## config.mk

```make
export PLATFORM = sky130hd
export DESIGN_NAME = tce_core
export DESIGN_NICKNAME = d
export VERILOG_FILES = /design/src/design/tce_pkg.sv /design/src/design/tce_core.sv
export SDC_FILE = /design/constraint.sdc
export NUM_CORES = 1
export LEC_CHECK = 0
export ABC_AREA = 1
export ABC_CLOCK_PERIOD_IN_PS = 1900
export BUFFER_PORTS_ARGS = -buffer_cell sky130_fd_sc_hd__buf_2
export CAP_MARGIN = 30
export CELL_PAD_IN_SITES_DETAIL_PLACEMENT = 1
export CELL_PAD_IN_SITES_GLOBAL_PLACEMENT = 2
export CORE_ASPECT_RATIO = 1.75
export CORE_MARGIN = 2
export CORE_UTILIZATION = 29
export DETAILED_ROUTE_END_ITERATION = 7
export PLACE_DENSITY_LB_ADDON = 0.1
export SYNTH_ARGS = -nofsm -noshare
export SYNTH_HDL_FRONTEND = slang
export SYNTH_SLANG_ARGS = --single-unit
```

## constraint.sdc

```tcl
create_clock -name clk -period 1.9 [get_ports clk]
set_clock_uncertainty 0.15 [all_clocks]
set_input_delay 0.38 -clock clk [delete_from_list [all_inputs] [get_ports clk]]
set_output_delay 0.38 -clock clk [all_outputs]
set_load 0.1 [all_outputs]
```

## src/design/tce_pkg.sv

```systemverilog
package tce_pkg;

  // operation select codes for the threaded-code group
  typedef enum logic [3:0] {
    TCE_OP_NONE       = 4'h0,
    TCE_OP_NEXT_WORD  = 4'h1,
    TCE_OP_PTR_ILOAD  = 4'h2,
    TCE_OP_ACC_ILOAD  = 4'h3,
    TCE_OP_PTR_INC    = 4'h4,
    TCE_OP_PTR_PUSH   = 4'h5,
    TCE_OP_PTR_PULL   = 4'h6,
    TCE_OP_THR_JUMP   = 4'h7,
    TCE_OP_PTR_TO_PC  = 4'h8,
    TCE_OP_PULL_LOAD  = 4'h9,
    TCE_OP_LOAD_ADV   = 4'ha
  } tce_op_e;

  // sequencer states
  typedef enum logic [3:0] {
    TCE_ST_IDLE   = 4'h0,
    TCE_ST_RD_LO  = 4'h1,
    TCE_ST_RD_HI  = 4'h2,
    TCE_ST_RD_ACC = 4'h3,
    TCE_ST_WR_HI  = 4'h4,
    TCE_ST_WR_LO  = 4'h5,
    TCE_ST_SP_LO  = 4'h6,
    TCE_ST_SP_HI  = 4'h7,
    TCE_ST_DONE   = 4'h8
  } tce_state_e;

  // memory request toward program memory and stack RAM
  typedef struct packed {
    logic        req;
    logic        we;
    logic [15:0] addr;
    logic [7:0]  wdata;
  } tce_mem_req_s;

  // architectural register set touched by the group
  typedef struct packed {
    logic [15:0] pc;
    logic [15:0] tp;
    logic [7:0]  sp;
    logic [7:0]  acc;
  } tce_regs_s;

  localparam logic [15:0] TCE_PAIR_STEP  = 16'h0002;
  localparam logic [15:0] TCE_BYTE_STEP  = 16'h0001;
  localparam logic [7:0]  TCE_SP_STEP    = 8'h01;
  localparam logic [7:0]  TCE_STACK_PAGE = 8'h01;
  localparam logic [15:0] TCE_PC_RESET   = 16'h0000;
  localparam logic [15:0] TCE_TP_RESET   = 16'h0000;
  localparam logic [7:0]  TCE_SP_RESET   = 8'hff;
  localparam logic [7:0]  TCE_ACC_RESET  = 8'h00;

endpackage

```

## src/design/tce_core.sv

```systemverilog
`timescale 1ns/1ps
module tce_core
  import tce_pkg::*;
(
  input  wire logic         clk,
  input  wire logic         rst_b,
  input  wire logic         op_valid,
  input  wire tce_op_e      op_code,
  input  wire logic [7:0]   rd_data,
  output tce_mem_req_s      mem_req,
  output tce_regs_s         regs,
  output logic              op_busy,
  output logic              op_done
);

  // sequencer state and the op being worked on
  tce_state_e   state;
  tce_state_e   next_state;
  tce_op_e      op;
  tce_op_e      next_op;

  // next values of the registered outputs and the held low byte
  tce_regs_s    next_regs;
  tce_mem_req_s next_mem_req;
  logic [7:0]   lo_byte;
  logic [7:0]   next_lo_byte;
  logic         next_op_busy;
  logic         next_op_done;

  // memory timing: a read placed on mem_req must be answered on rd_data in
  // the same cycle, the byte is taken at the edge that ends the request
  // a write lands in memory at the edge that ends its request cycle
  // a slower memory would need a wait state added to every read state
  // busy low means the sequencer is idle and takes the next op, also in the
  // cycle where op_done is high; codes outside the group change no output
  // sequencer: one memory byte per state, outputs registered
  always_comb begin
    // hold every register, no request and no done unless a state says so
    next_state   = state;
    next_op      = op;
    next_regs    = regs;
    next_lo_byte = lo_byte;
    next_mem_req = '0;
    next_op_done = 1'b0;
    next_op_busy = op_busy;

    case (state)
      // idle: decode the op and place its first bus request
      TCE_ST_IDLE: begin
        if (op_valid) begin
          // remember the op; busy rises at the next edge, with the first request where the op has one
          next_op      = op_code;
          next_op_busy = 1'b1;
          next_state   = TCE_ST_DONE;
          case (op_code)
            // word fetch through the pointer
            TCE_OP_NEXT_WORD, TCE_OP_PTR_ILOAD: begin
              next_mem_req = '{req: 1'b1, we: 1'b0, addr: regs.tp, wdata: 8'h00};
              next_state   = TCE_ST_RD_LO;
            end

            // pointer takes the operand address, operand read from there
            TCE_OP_THR_JUMP: begin
              // pc still holds the opcode address here
              next_regs.tp = regs.pc + TCE_BYTE_STEP;
              next_mem_req = '{req: 1'b1, we: 1'b0, addr: regs.pc + TCE_BYTE_STEP, wdata: 8'h00};
              next_state   = TCE_ST_RD_LO;
            end

            // one byte through the pointer into the accumulator
            TCE_OP_ACC_ILOAD, TCE_OP_LOAD_ADV: begin
              next_mem_req = '{req: 1'b1, we: 1'b0, addr: regs.tp, wdata: 8'h00};
              next_state   = TCE_ST_RD_ACC;
            end

            // pointer step only, the bus stays quiet
            TCE_OP_PTR_INC: begin
              next_regs.tp = regs.tp + TCE_BYTE_STEP;
            end

            TCE_OP_PTR_PUSH: begin
              // high byte goes to the current stack slot first
              next_mem_req = '{req: 1'b1, we: 1'b1, addr: {TCE_STACK_PAGE, regs.sp},
                               wdata: regs.tp[15:8]};
              next_regs.sp = regs.sp - TCE_SP_STEP;
              next_state   = TCE_ST_WR_LO;
            end

            // pre-increment the stack pointer, read the low byte
            TCE_OP_PTR_PULL, TCE_OP_PULL_LOAD: begin
              next_regs.sp = regs.sp + TCE_SP_STEP;
              next_mem_req = '{req: 1'b1, we: 1'b0, addr: {TCE_STACK_PAGE, regs.sp + TCE_SP_STEP},
                               wdata: 8'h00};
              next_state   = TCE_ST_SP_LO;
            end

            // return from a threaded jump, no bus traffic
            TCE_OP_PTR_TO_PC: begin
              next_regs.pc = regs.tp;
            end

            // codes outside the group are dropped at once
            default: begin
              next_op_busy = 1'b0;
              next_state   = TCE_ST_IDLE;
            end
          endcase
        end
      end

      // low byte of a word, request the high byte at the next address
      TCE_ST_RD_LO: begin
        // read data answers the request that is on mem_req in this cycle
        next_lo_byte = rd_data;
        next_mem_req = '{req: 1'b1, we: 1'b0, addr: mem_req.addr + TCE_BYTE_STEP, wdata: 8'h00};
        next_state   = TCE_ST_RD_HI;
      end

      // high byte of a word: finish the load
      TCE_ST_RD_HI: begin
        if (op == TCE_OP_PTR_ILOAD) begin
          // pointer load takes the whole word
          next_regs.tp = {rd_data, lo_byte};
        end else begin
          // next-word and jump land in pc and step past the word
          next_regs.pc = {rd_data, lo_byte};
          next_regs.tp = regs.tp + TCE_PAIR_STEP;
        end
        next_state = TCE_ST_DONE;
      end

      // accumulator byte; the advancing ops step the pointer
      TCE_ST_RD_ACC: begin
        next_regs.acc = rd_data;
        if (op != TCE_OP_ACC_ILOAD) begin
          next_regs.tp = regs.tp + TCE_BYTE_STEP;
        end
        next_state = TCE_ST_DONE;
      end

      // second push byte: low half below the high half
      TCE_ST_WR_LO: begin
        // sp already points one below the high byte
        next_mem_req = '{req: 1'b1, we: 1'b1, addr: {TCE_STACK_PAGE, regs.sp},
                         wdata: regs.tp[7:0]};
        next_regs.sp = regs.sp - TCE_SP_STEP;
        next_state   = TCE_ST_DONE;
      end

      // low byte of the pulled word, read the high byte above it
      TCE_ST_SP_LO: begin
        // the stack stays in its page, sp wraps in 8 bits
        next_lo_byte = rd_data;
        next_regs.sp = regs.sp + TCE_SP_STEP;
        next_mem_req = '{req: 1'b1, we: 1'b0, addr: {TCE_STACK_PAGE, regs.sp + TCE_SP_STEP},
                         wdata: 8'h00};
        next_state   = TCE_ST_SP_HI;
      end

      // high byte of the pulled word; pull-and-load goes on to a byte read
      TCE_ST_SP_HI: begin
        next_regs.tp = {rd_data, lo_byte};
        if (op == TCE_OP_PULL_LOAD) begin
          // read the byte at the freshly pulled pointer
          next_mem_req = '{req: 1'b1, we: 1'b0, addr: {rd_data, lo_byte}, wdata: 8'h00};
          next_state   = TCE_ST_RD_ACC;
        end else begin
          next_state = TCE_ST_DONE;
        end
      end

      // one cycle of op_done, then back to idle
      TCE_ST_DONE: begin
        // the next op may be taken right after this edge
        next_op_done = 1'b1;
        next_op_busy = 1'b0;
        next_state   = TCE_ST_IDLE;
      end

      // unused state codes fall back to idle
      default: begin
        next_state   = TCE_ST_IDLE;
        next_op_busy = 1'b0;
      end
    endcase
  end

  // state and output registers; reset leaves the bus quiet
  always_ff @(posedge clk or negedge rst_b) begin
    if (!rst_b) begin
      // constants only: the idle register set
      state   <= TCE_ST_IDLE;
      op      <= TCE_OP_NONE;
      regs    <= '{pc: TCE_PC_RESET, tp: TCE_TP_RESET, sp: TCE_SP_RESET, acc: TCE_ACC_RESET};
      mem_req <= '0;
      lo_byte <= 8'h00;
      op_busy <= 1'b0;
      op_done <= 1'b0;
    end else begin
      // every register moves on each edge
      state   <= next_state;
      op      <= next_op;
      regs    <= next_regs;
      mem_req <= next_mem_req;
      lo_byte <= next_lo_byte;
      op_busy <= next_op_busy;
      op_done <= next_op_done;
    end
  end

endmodule

```

* Word level (Yosys, flattened, before mapping) *
Cells that the tools add are included.

word-level totals
  word-level logic and storage cells = 86
  latch bits = 0
  bits in read-only memories = 0
  input port bits = 15
  memories = 0
  output and inout bits = 76
  memory bits (writable) = 0
  register bits = 92

cells by class
  div/mod/pow operators = 0
  add/sub/neg operators = 6
  equality and inequality tests = 26
  shift-type cells = 0
  bitwise gates (word level) = 1
  $mul = 0
  reduce and logical (&&, ||, !) cells = 18
  $lt $le $gt $ge = 0
  muxes and demuxes = 22

operators by type and width
  operator                                             number
  one-hot mux 26 bit (5 select lines)                  1
  one-hot mux 26 bit (4 select lines)                  1
  two-way mux 16 bit                                   4
  one-hot mux 16 bit (2 select lines)                  2
  one-hot mux 16 bit (4 select lines)                  1
  two-way mux 26 bit                                   2
  adder 16 x 1 -> 16 bit, second input constant        3
  two-way mux 40 bit                                   1
  one-hot mux 4 bit (5 select lines)                   2
  equality test 4 x 3 -> 1 bit, second input constant  7
  one-hot mux 8 bit (3 select lines)                   1
  equality test 4 x 2 -> 1 bit, second input constant  5
  equality test 4 bit, second input constant           5
  adder 16 x 2 -> 16 bit, second input constant        1
  one-hot mux 8 bit (2 select lines)                   1
  OR reduction 10 bit                                  1
  adder 8 x 1 -> 8 bit, second input constant          1
  equality test 4 x 1 -> 1 bit, second input constant  2
  two-way mux 4 bit                                    2
  AND reduction 4 bit                                  2
  OR reduction 2 bit                                   4
  subtractor 8 x 1 -> 8 bit, second input constant     1
  != test 2 bit, second input constant                 3
  != test 3 x 1 -> 1 bit, second input constant        2
  14 further kinds                                     18

* Depth between registers and ports, before layout *
  word-level depth = 5
  mapped depth = 12
  gate-level depth less buffers = 12

* Worst setup path after synthesis *
OpenSTA, ideal clock, no wires.

  path type = reg2reg
  start = register regs[18] (netlist name)
  end = register regs[25] (netlist name)
  library setup time = 0.121 ns
  path slack = -0.630 ns
  required time = 1.629 ns
  data arrival time = 2.259 ns
  cell stages (with the launch flop) = 10
  path buffers = 0
  cells stage by stage = dfrtp_1 ha_1 nand3_1 inv_1 nand2_1 xor2_1 o21ai_0 nand3_1 nor2_1 nor2_1

on the way
  word-level cells in the longest chain between the ends = 4

RTL lines
  item                                   RTL line                         source
  start, declared                        tce_core.sv:11                   output tce_regs_s regs,
  start signal, assigned                 tce_core.sv:194                  regs <= '{pc: TCE_PC_RESET, tp: TCE_TP_RESET, sp: TCE_SP_RESET, acc: TCE_ACC_RESET};
  start signal, assigned                 tce_core.sv:203                  regs <= next_regs;
  adder 16 x 1 -> 16 bit                 tce_core.sv:78, tce_core.sv:136
  one-hot mux 16 bit (2 select lines)    tce_core.sv:55                   case (op_code)
  two-way mux 40 bit                     tce_core.sv:50                   if (op_valid) begin
  one-hot mux 16 bit (4 select lines) *  tce_core.sv:47                   case (state)

Mark *: on every way between the ends. The rest lies on a longest branch, timed or not. The select of a mux whose other input is x is not followed.
A chain may end at the register's enable or synchronous reset.

* Worst setup path in the final report *
  start = register state[0]
  end = register regs[40] (netlist name)

on the way
  word-level cells in the longest chain between the ends = 3

RTL lines
  item                                                               RTL line         source
  start, declared                                                    tce_core.sv:17   tce_state_e state;
  start signal, assigned                                             tce_core.sv:201  state <= next_state;
  equality test 4 x 2 -> 1 bit or logical NOT 4 bit (tied branches)  tce_core.sv:47
  != test 2 bit (no source line), or another cell as far along       --
  AND reduction 4 bit (no source line)                               --

Parallel ways exist; a longest one is shown, timed or not.

==> flow_metrics.py <==
metrics = {
    "placement": {
        "placement.cell_area_um2": 8850,
        "hpwlAfterDp_um": 27600,
        "gp_routability_congestion": 0.906,
        "placement.io_buffers": 90,
        "placed_cell_count": 1490,
        "dpl_worst_slack_ns": -0.198,
    },
    "floorplanning": {
        "die-area_um2": 24400,
        "top_level_pins": 91,
        "die_width_um": 119,
        "core_region_area_um2": 22700,
        "row_count": 73,
        "dieHeight_um": 205,
        "floorplan.initialDensity": 0.294,
    },
    "synth": {
        "synth_seq_area_share": 0.345,
        "synth_cells": 987,
        "synth_cell_type_count": 48,
        "synth_seq_cells": 92,
        "yosysWarningCount": 0,
        "post-synth-top-area-fraction": 0.314,
        "number_of_enable_type_register_cells_in_the_synthesized_netlist": 0,
        "post_synth.cell_area_avg_um2": 6.78,
        "synth.cell_area_um2": 6700,
        "share_of_synthesized_flip_flops_with_an_asynchronous_set_or_reset": 1.00,
        "prevailing_post_synth_register_cell": "dfrtp_1",
        "syn-num-nets": 1009,
        "post-synth-top-area-cell": "dfrtp_1",
        "yosys-top-cells-area": "dfrtp_1 31%, nand2_1 16%, nand3_1 7.2%",
    },
    "timing": {
        "final_period_minus_worst_setup_slack_ns": 1.94,
        "rsz0062_at_grt": "true",
        "hold_viol_final": 0,
        "setup_viol": 9,
        "timing.final.ws_setup_ns": -0.0388,
        "worst_pin_slew_ns": 0.563,
        "final_max_slew_viol_count": 0,
        "relSlewSlack": 0.625,
        "clock.fmax_ghz": 0.516,
        "min_period_over_period": 1.02,
    },
    "clocking": {
        "root_buffer": "clkbuf_16",
        "htree_num_levels": 3,
        "insertion_delay_ns": 0.38,
        "tritoncts": "built",
        "clock_transition_time_at_the_flip_flop_clock_pins_of_the_worst_setup_and_hold_paths_ns": 0.08,
        "cts-root-to-sink-buffers": 2,
        "cts_num_sinks": 92,
        "cts_buffers": 9,
    },
    "cells_and_area": {
        "final_cell_area_um2": 10000,
        "number_of_antenna_cells_inserted": 0,
        "share_of_post_route_cells_with_drive_strength_above_1": 0.391,
        "filler_cells": 2850,
        "area_growth_pct": 49.8,
        "layout.nets": 1253,
        "layout.cells.non_filler": 1536,
    },
    "drt": {
        "drt_drc_violations_left": 0,
        "routed_wire_length_per_instance_um": 22.6,
        "wirelength_um": 34800,
        "drt.antenna.violating_nets": 0,
        "routed_via_count_divided_by_cell_count": 5.25,
        "dr_total_vias": 8070,
        "firstDrtPassIters": 5,
        "dr.first_iter.drc_count": 357,
    },
    "worst_setup_path": {
        "arr_time_crit_path_ns": 2.06,
        "worst-r2r-setup-slack_ns": -0.04,
        "crit_path_end_kind": "flop",
        "critical_path_peak_fanout": 6,
        "worstSetupPathType": "flop to flop",
        "critPathRequiredTime_ns": 2.02,
        "critPathLaunchType": "flop",
    },
    "power_and_ir_drop": {
        "total_power_mw": 18.9,
        "power_leakage_nw": 4.84,
        "ir_drop_uv": 973,
        "pwr_density_cell_nw_per_um2": 1890,
    },
    "grt": {
        "globalRouteTotalUtil": 0.285,
        "first_global_vias": 8605,
        "grt_first_pass_wirelength_um": 51200,
        "globalRouteOverflowTotal": 0,
        "grt_start_max_net_pins": 61,
        "grt_antenna_before_repair": 0,
    },
    "status": {
        "outcome": "complete, but fails checks",
        "failed_checks": "setup timing",
    },
    "job": {
        "timing.max_cap.violations": 0,
    },
    "min_path": {
        "min-delay-path-class": "primary input to flop",
    },
}
-- final timing paths --
path / depth (start not counted) / from / endpoint
hold reg to reg: 2 / regs[3] / regs[3]
min in group asynchronous: 3 / rst_b / regs[30]
setup reg to reg: 7 / state[0] / regs[40]
hold / removal: 3 / op_code[2] / op[2]
setup / recovery: 7 / state[0] / regs[40]
max in group asynchronous: 3 / rst_b / regs[13]
-- cells in the final DEF (no fill, tap or decap), types with 8 or more instances in the layout --
cell	count
clkbuf_16	11
buf_6	12
a21oi_1	31
dfrtp_2	30
nand4_1	23
xor2_1	14
nor2_1	79
nand3_2	13
inv_2	16
nand2_2	25
o21ai_1	23
nand2_1	249
o21ai_0	51
buf_12	17
buf_4	152
nor2_2	18
nor2_4	21
nand2_4	8
o22ai_1	21
dfrtp_1	38
mux2_4	8
buf_2	72
o211ai_1	13
dfrtp_4	16
nand3_1	80
inv_1	91
-- power by group --
| part | internal, mW | switching, mW | leakage (nW) |
|---|---|---|---|
| Clock | 1.03 | 0.908 | 0.144 |
| Combinational | 3.98 | 8.94 | 3.62 |
| Sequential | 2.92 | 1.16 | 1.08 |
-- worst max-delay path, cell delays in order (launching register included) --
cell and delay, ns:
dfrtp_2 0.48, nor2_4 0.16, nand2_4 0.12, nor2_4 0.19
inv_2 0.06, o21ai_4 0.14, clkbuf_16 0.23, mux2_4 0.29
-- logic make-up (layout without fill, tap and decap cells) --
| logic type | count (synthesis) | count (layout) | synth area share |
|---|---|---|---|
| xor+xnor | 22 | 22 | 0.0288 |
| buf+inv | 138 | 387 | 0.0843 |
| simple gates | 536 | 536 | 0.346 |
| flops | 92 | 92 | 0.345 |
| mux | 9 | 9 | 0.0174 |
| compound gates | 183 | 183 | 0.165 |
| fa+ha+maj | 7 | 7 | 0.0131 |
-- synth_stat cells, types with 6 or more instances --
| cell type | number |
|---|---|
| o21ai_0 | 73 |
| nor3_1 | 6 |
| o21bai_1 | 6 |
| nand2_1 | 277 |
| xor2_1 | 17 |
| dfrtp_1 | 84 |
| o211ai_1 | 13 |
| clkbuf_1 | 7 |
| nand4_1 | 23 |
| ha_1 | 7 |
| buf_2 | 13 |
| a21oi_1 | 36 |
| a22oi_1 | 6 |
| o22ai_1 | 21 |
| dfstp_2 | 8 |
| inv_1 | 104 |
| nor2_2 | 6 |
| nor2_1 | 108 |
| nand3_1 | 96 |
-- metal layers --
layer  vias to the layer above  wire length (µm)  global-route usage  part of all wire
met2                       184             19700               0.564              0.57
met1                      4037             12100               0.280              0.35
met3                       103               716              0.0317             0.021
met5                         -                 0                   0                 0
met4                         0              2230               0.168             0.064
li1                       3746                 -                   -                 -
-- area by class of cell --
class                      instances  area [µm²]  area share
clock buffer                      11         233      0.0232
clock inverter                     5        61.3     0.00611
inverter                         111         429      0.0428
multi-input combinational        757        4410       0.440
sequential                        92        2430       0.243
tap                              300         375      0.0374
timing repair buffer             260        2090       0.208
-- flip-flops by register name, indices dropped and copies added (netlist names) --
signal and count:
lo_byte 8, mem_req 26, op 4, op_busy 1
op_done 1, regs 48, state 4
-- metrics by stage --
step           hold slack (ns)  TNS [ns]  utilization
2_1_floorplan          -0.0656    -0.129            -
3_3_place_gp             0.218     -1.65        0.389
3_5_place_dp             0.226     -2.64        0.389
4_1_cts                  0.108    -0.128        0.412
5_1_grt                  0.144     -2.01        0.441
6_report                 0.106    -0.140        0.441
-- timing repair --
| item | in CTS | in global routing |
|---|---|---|
| hold endpoints to repair | 84 | 0 |
| endpoints found under the setup margin | 43 | 66 |
| resized for setup | 45 | 142 |
| hold buffers | 1 | 0 |
| buffers inserted | 8 | 18 |
| pin swaps | 9 | 46 |
| gates cloned | 1 | 2 |
(Power assumes the default switching activity.)
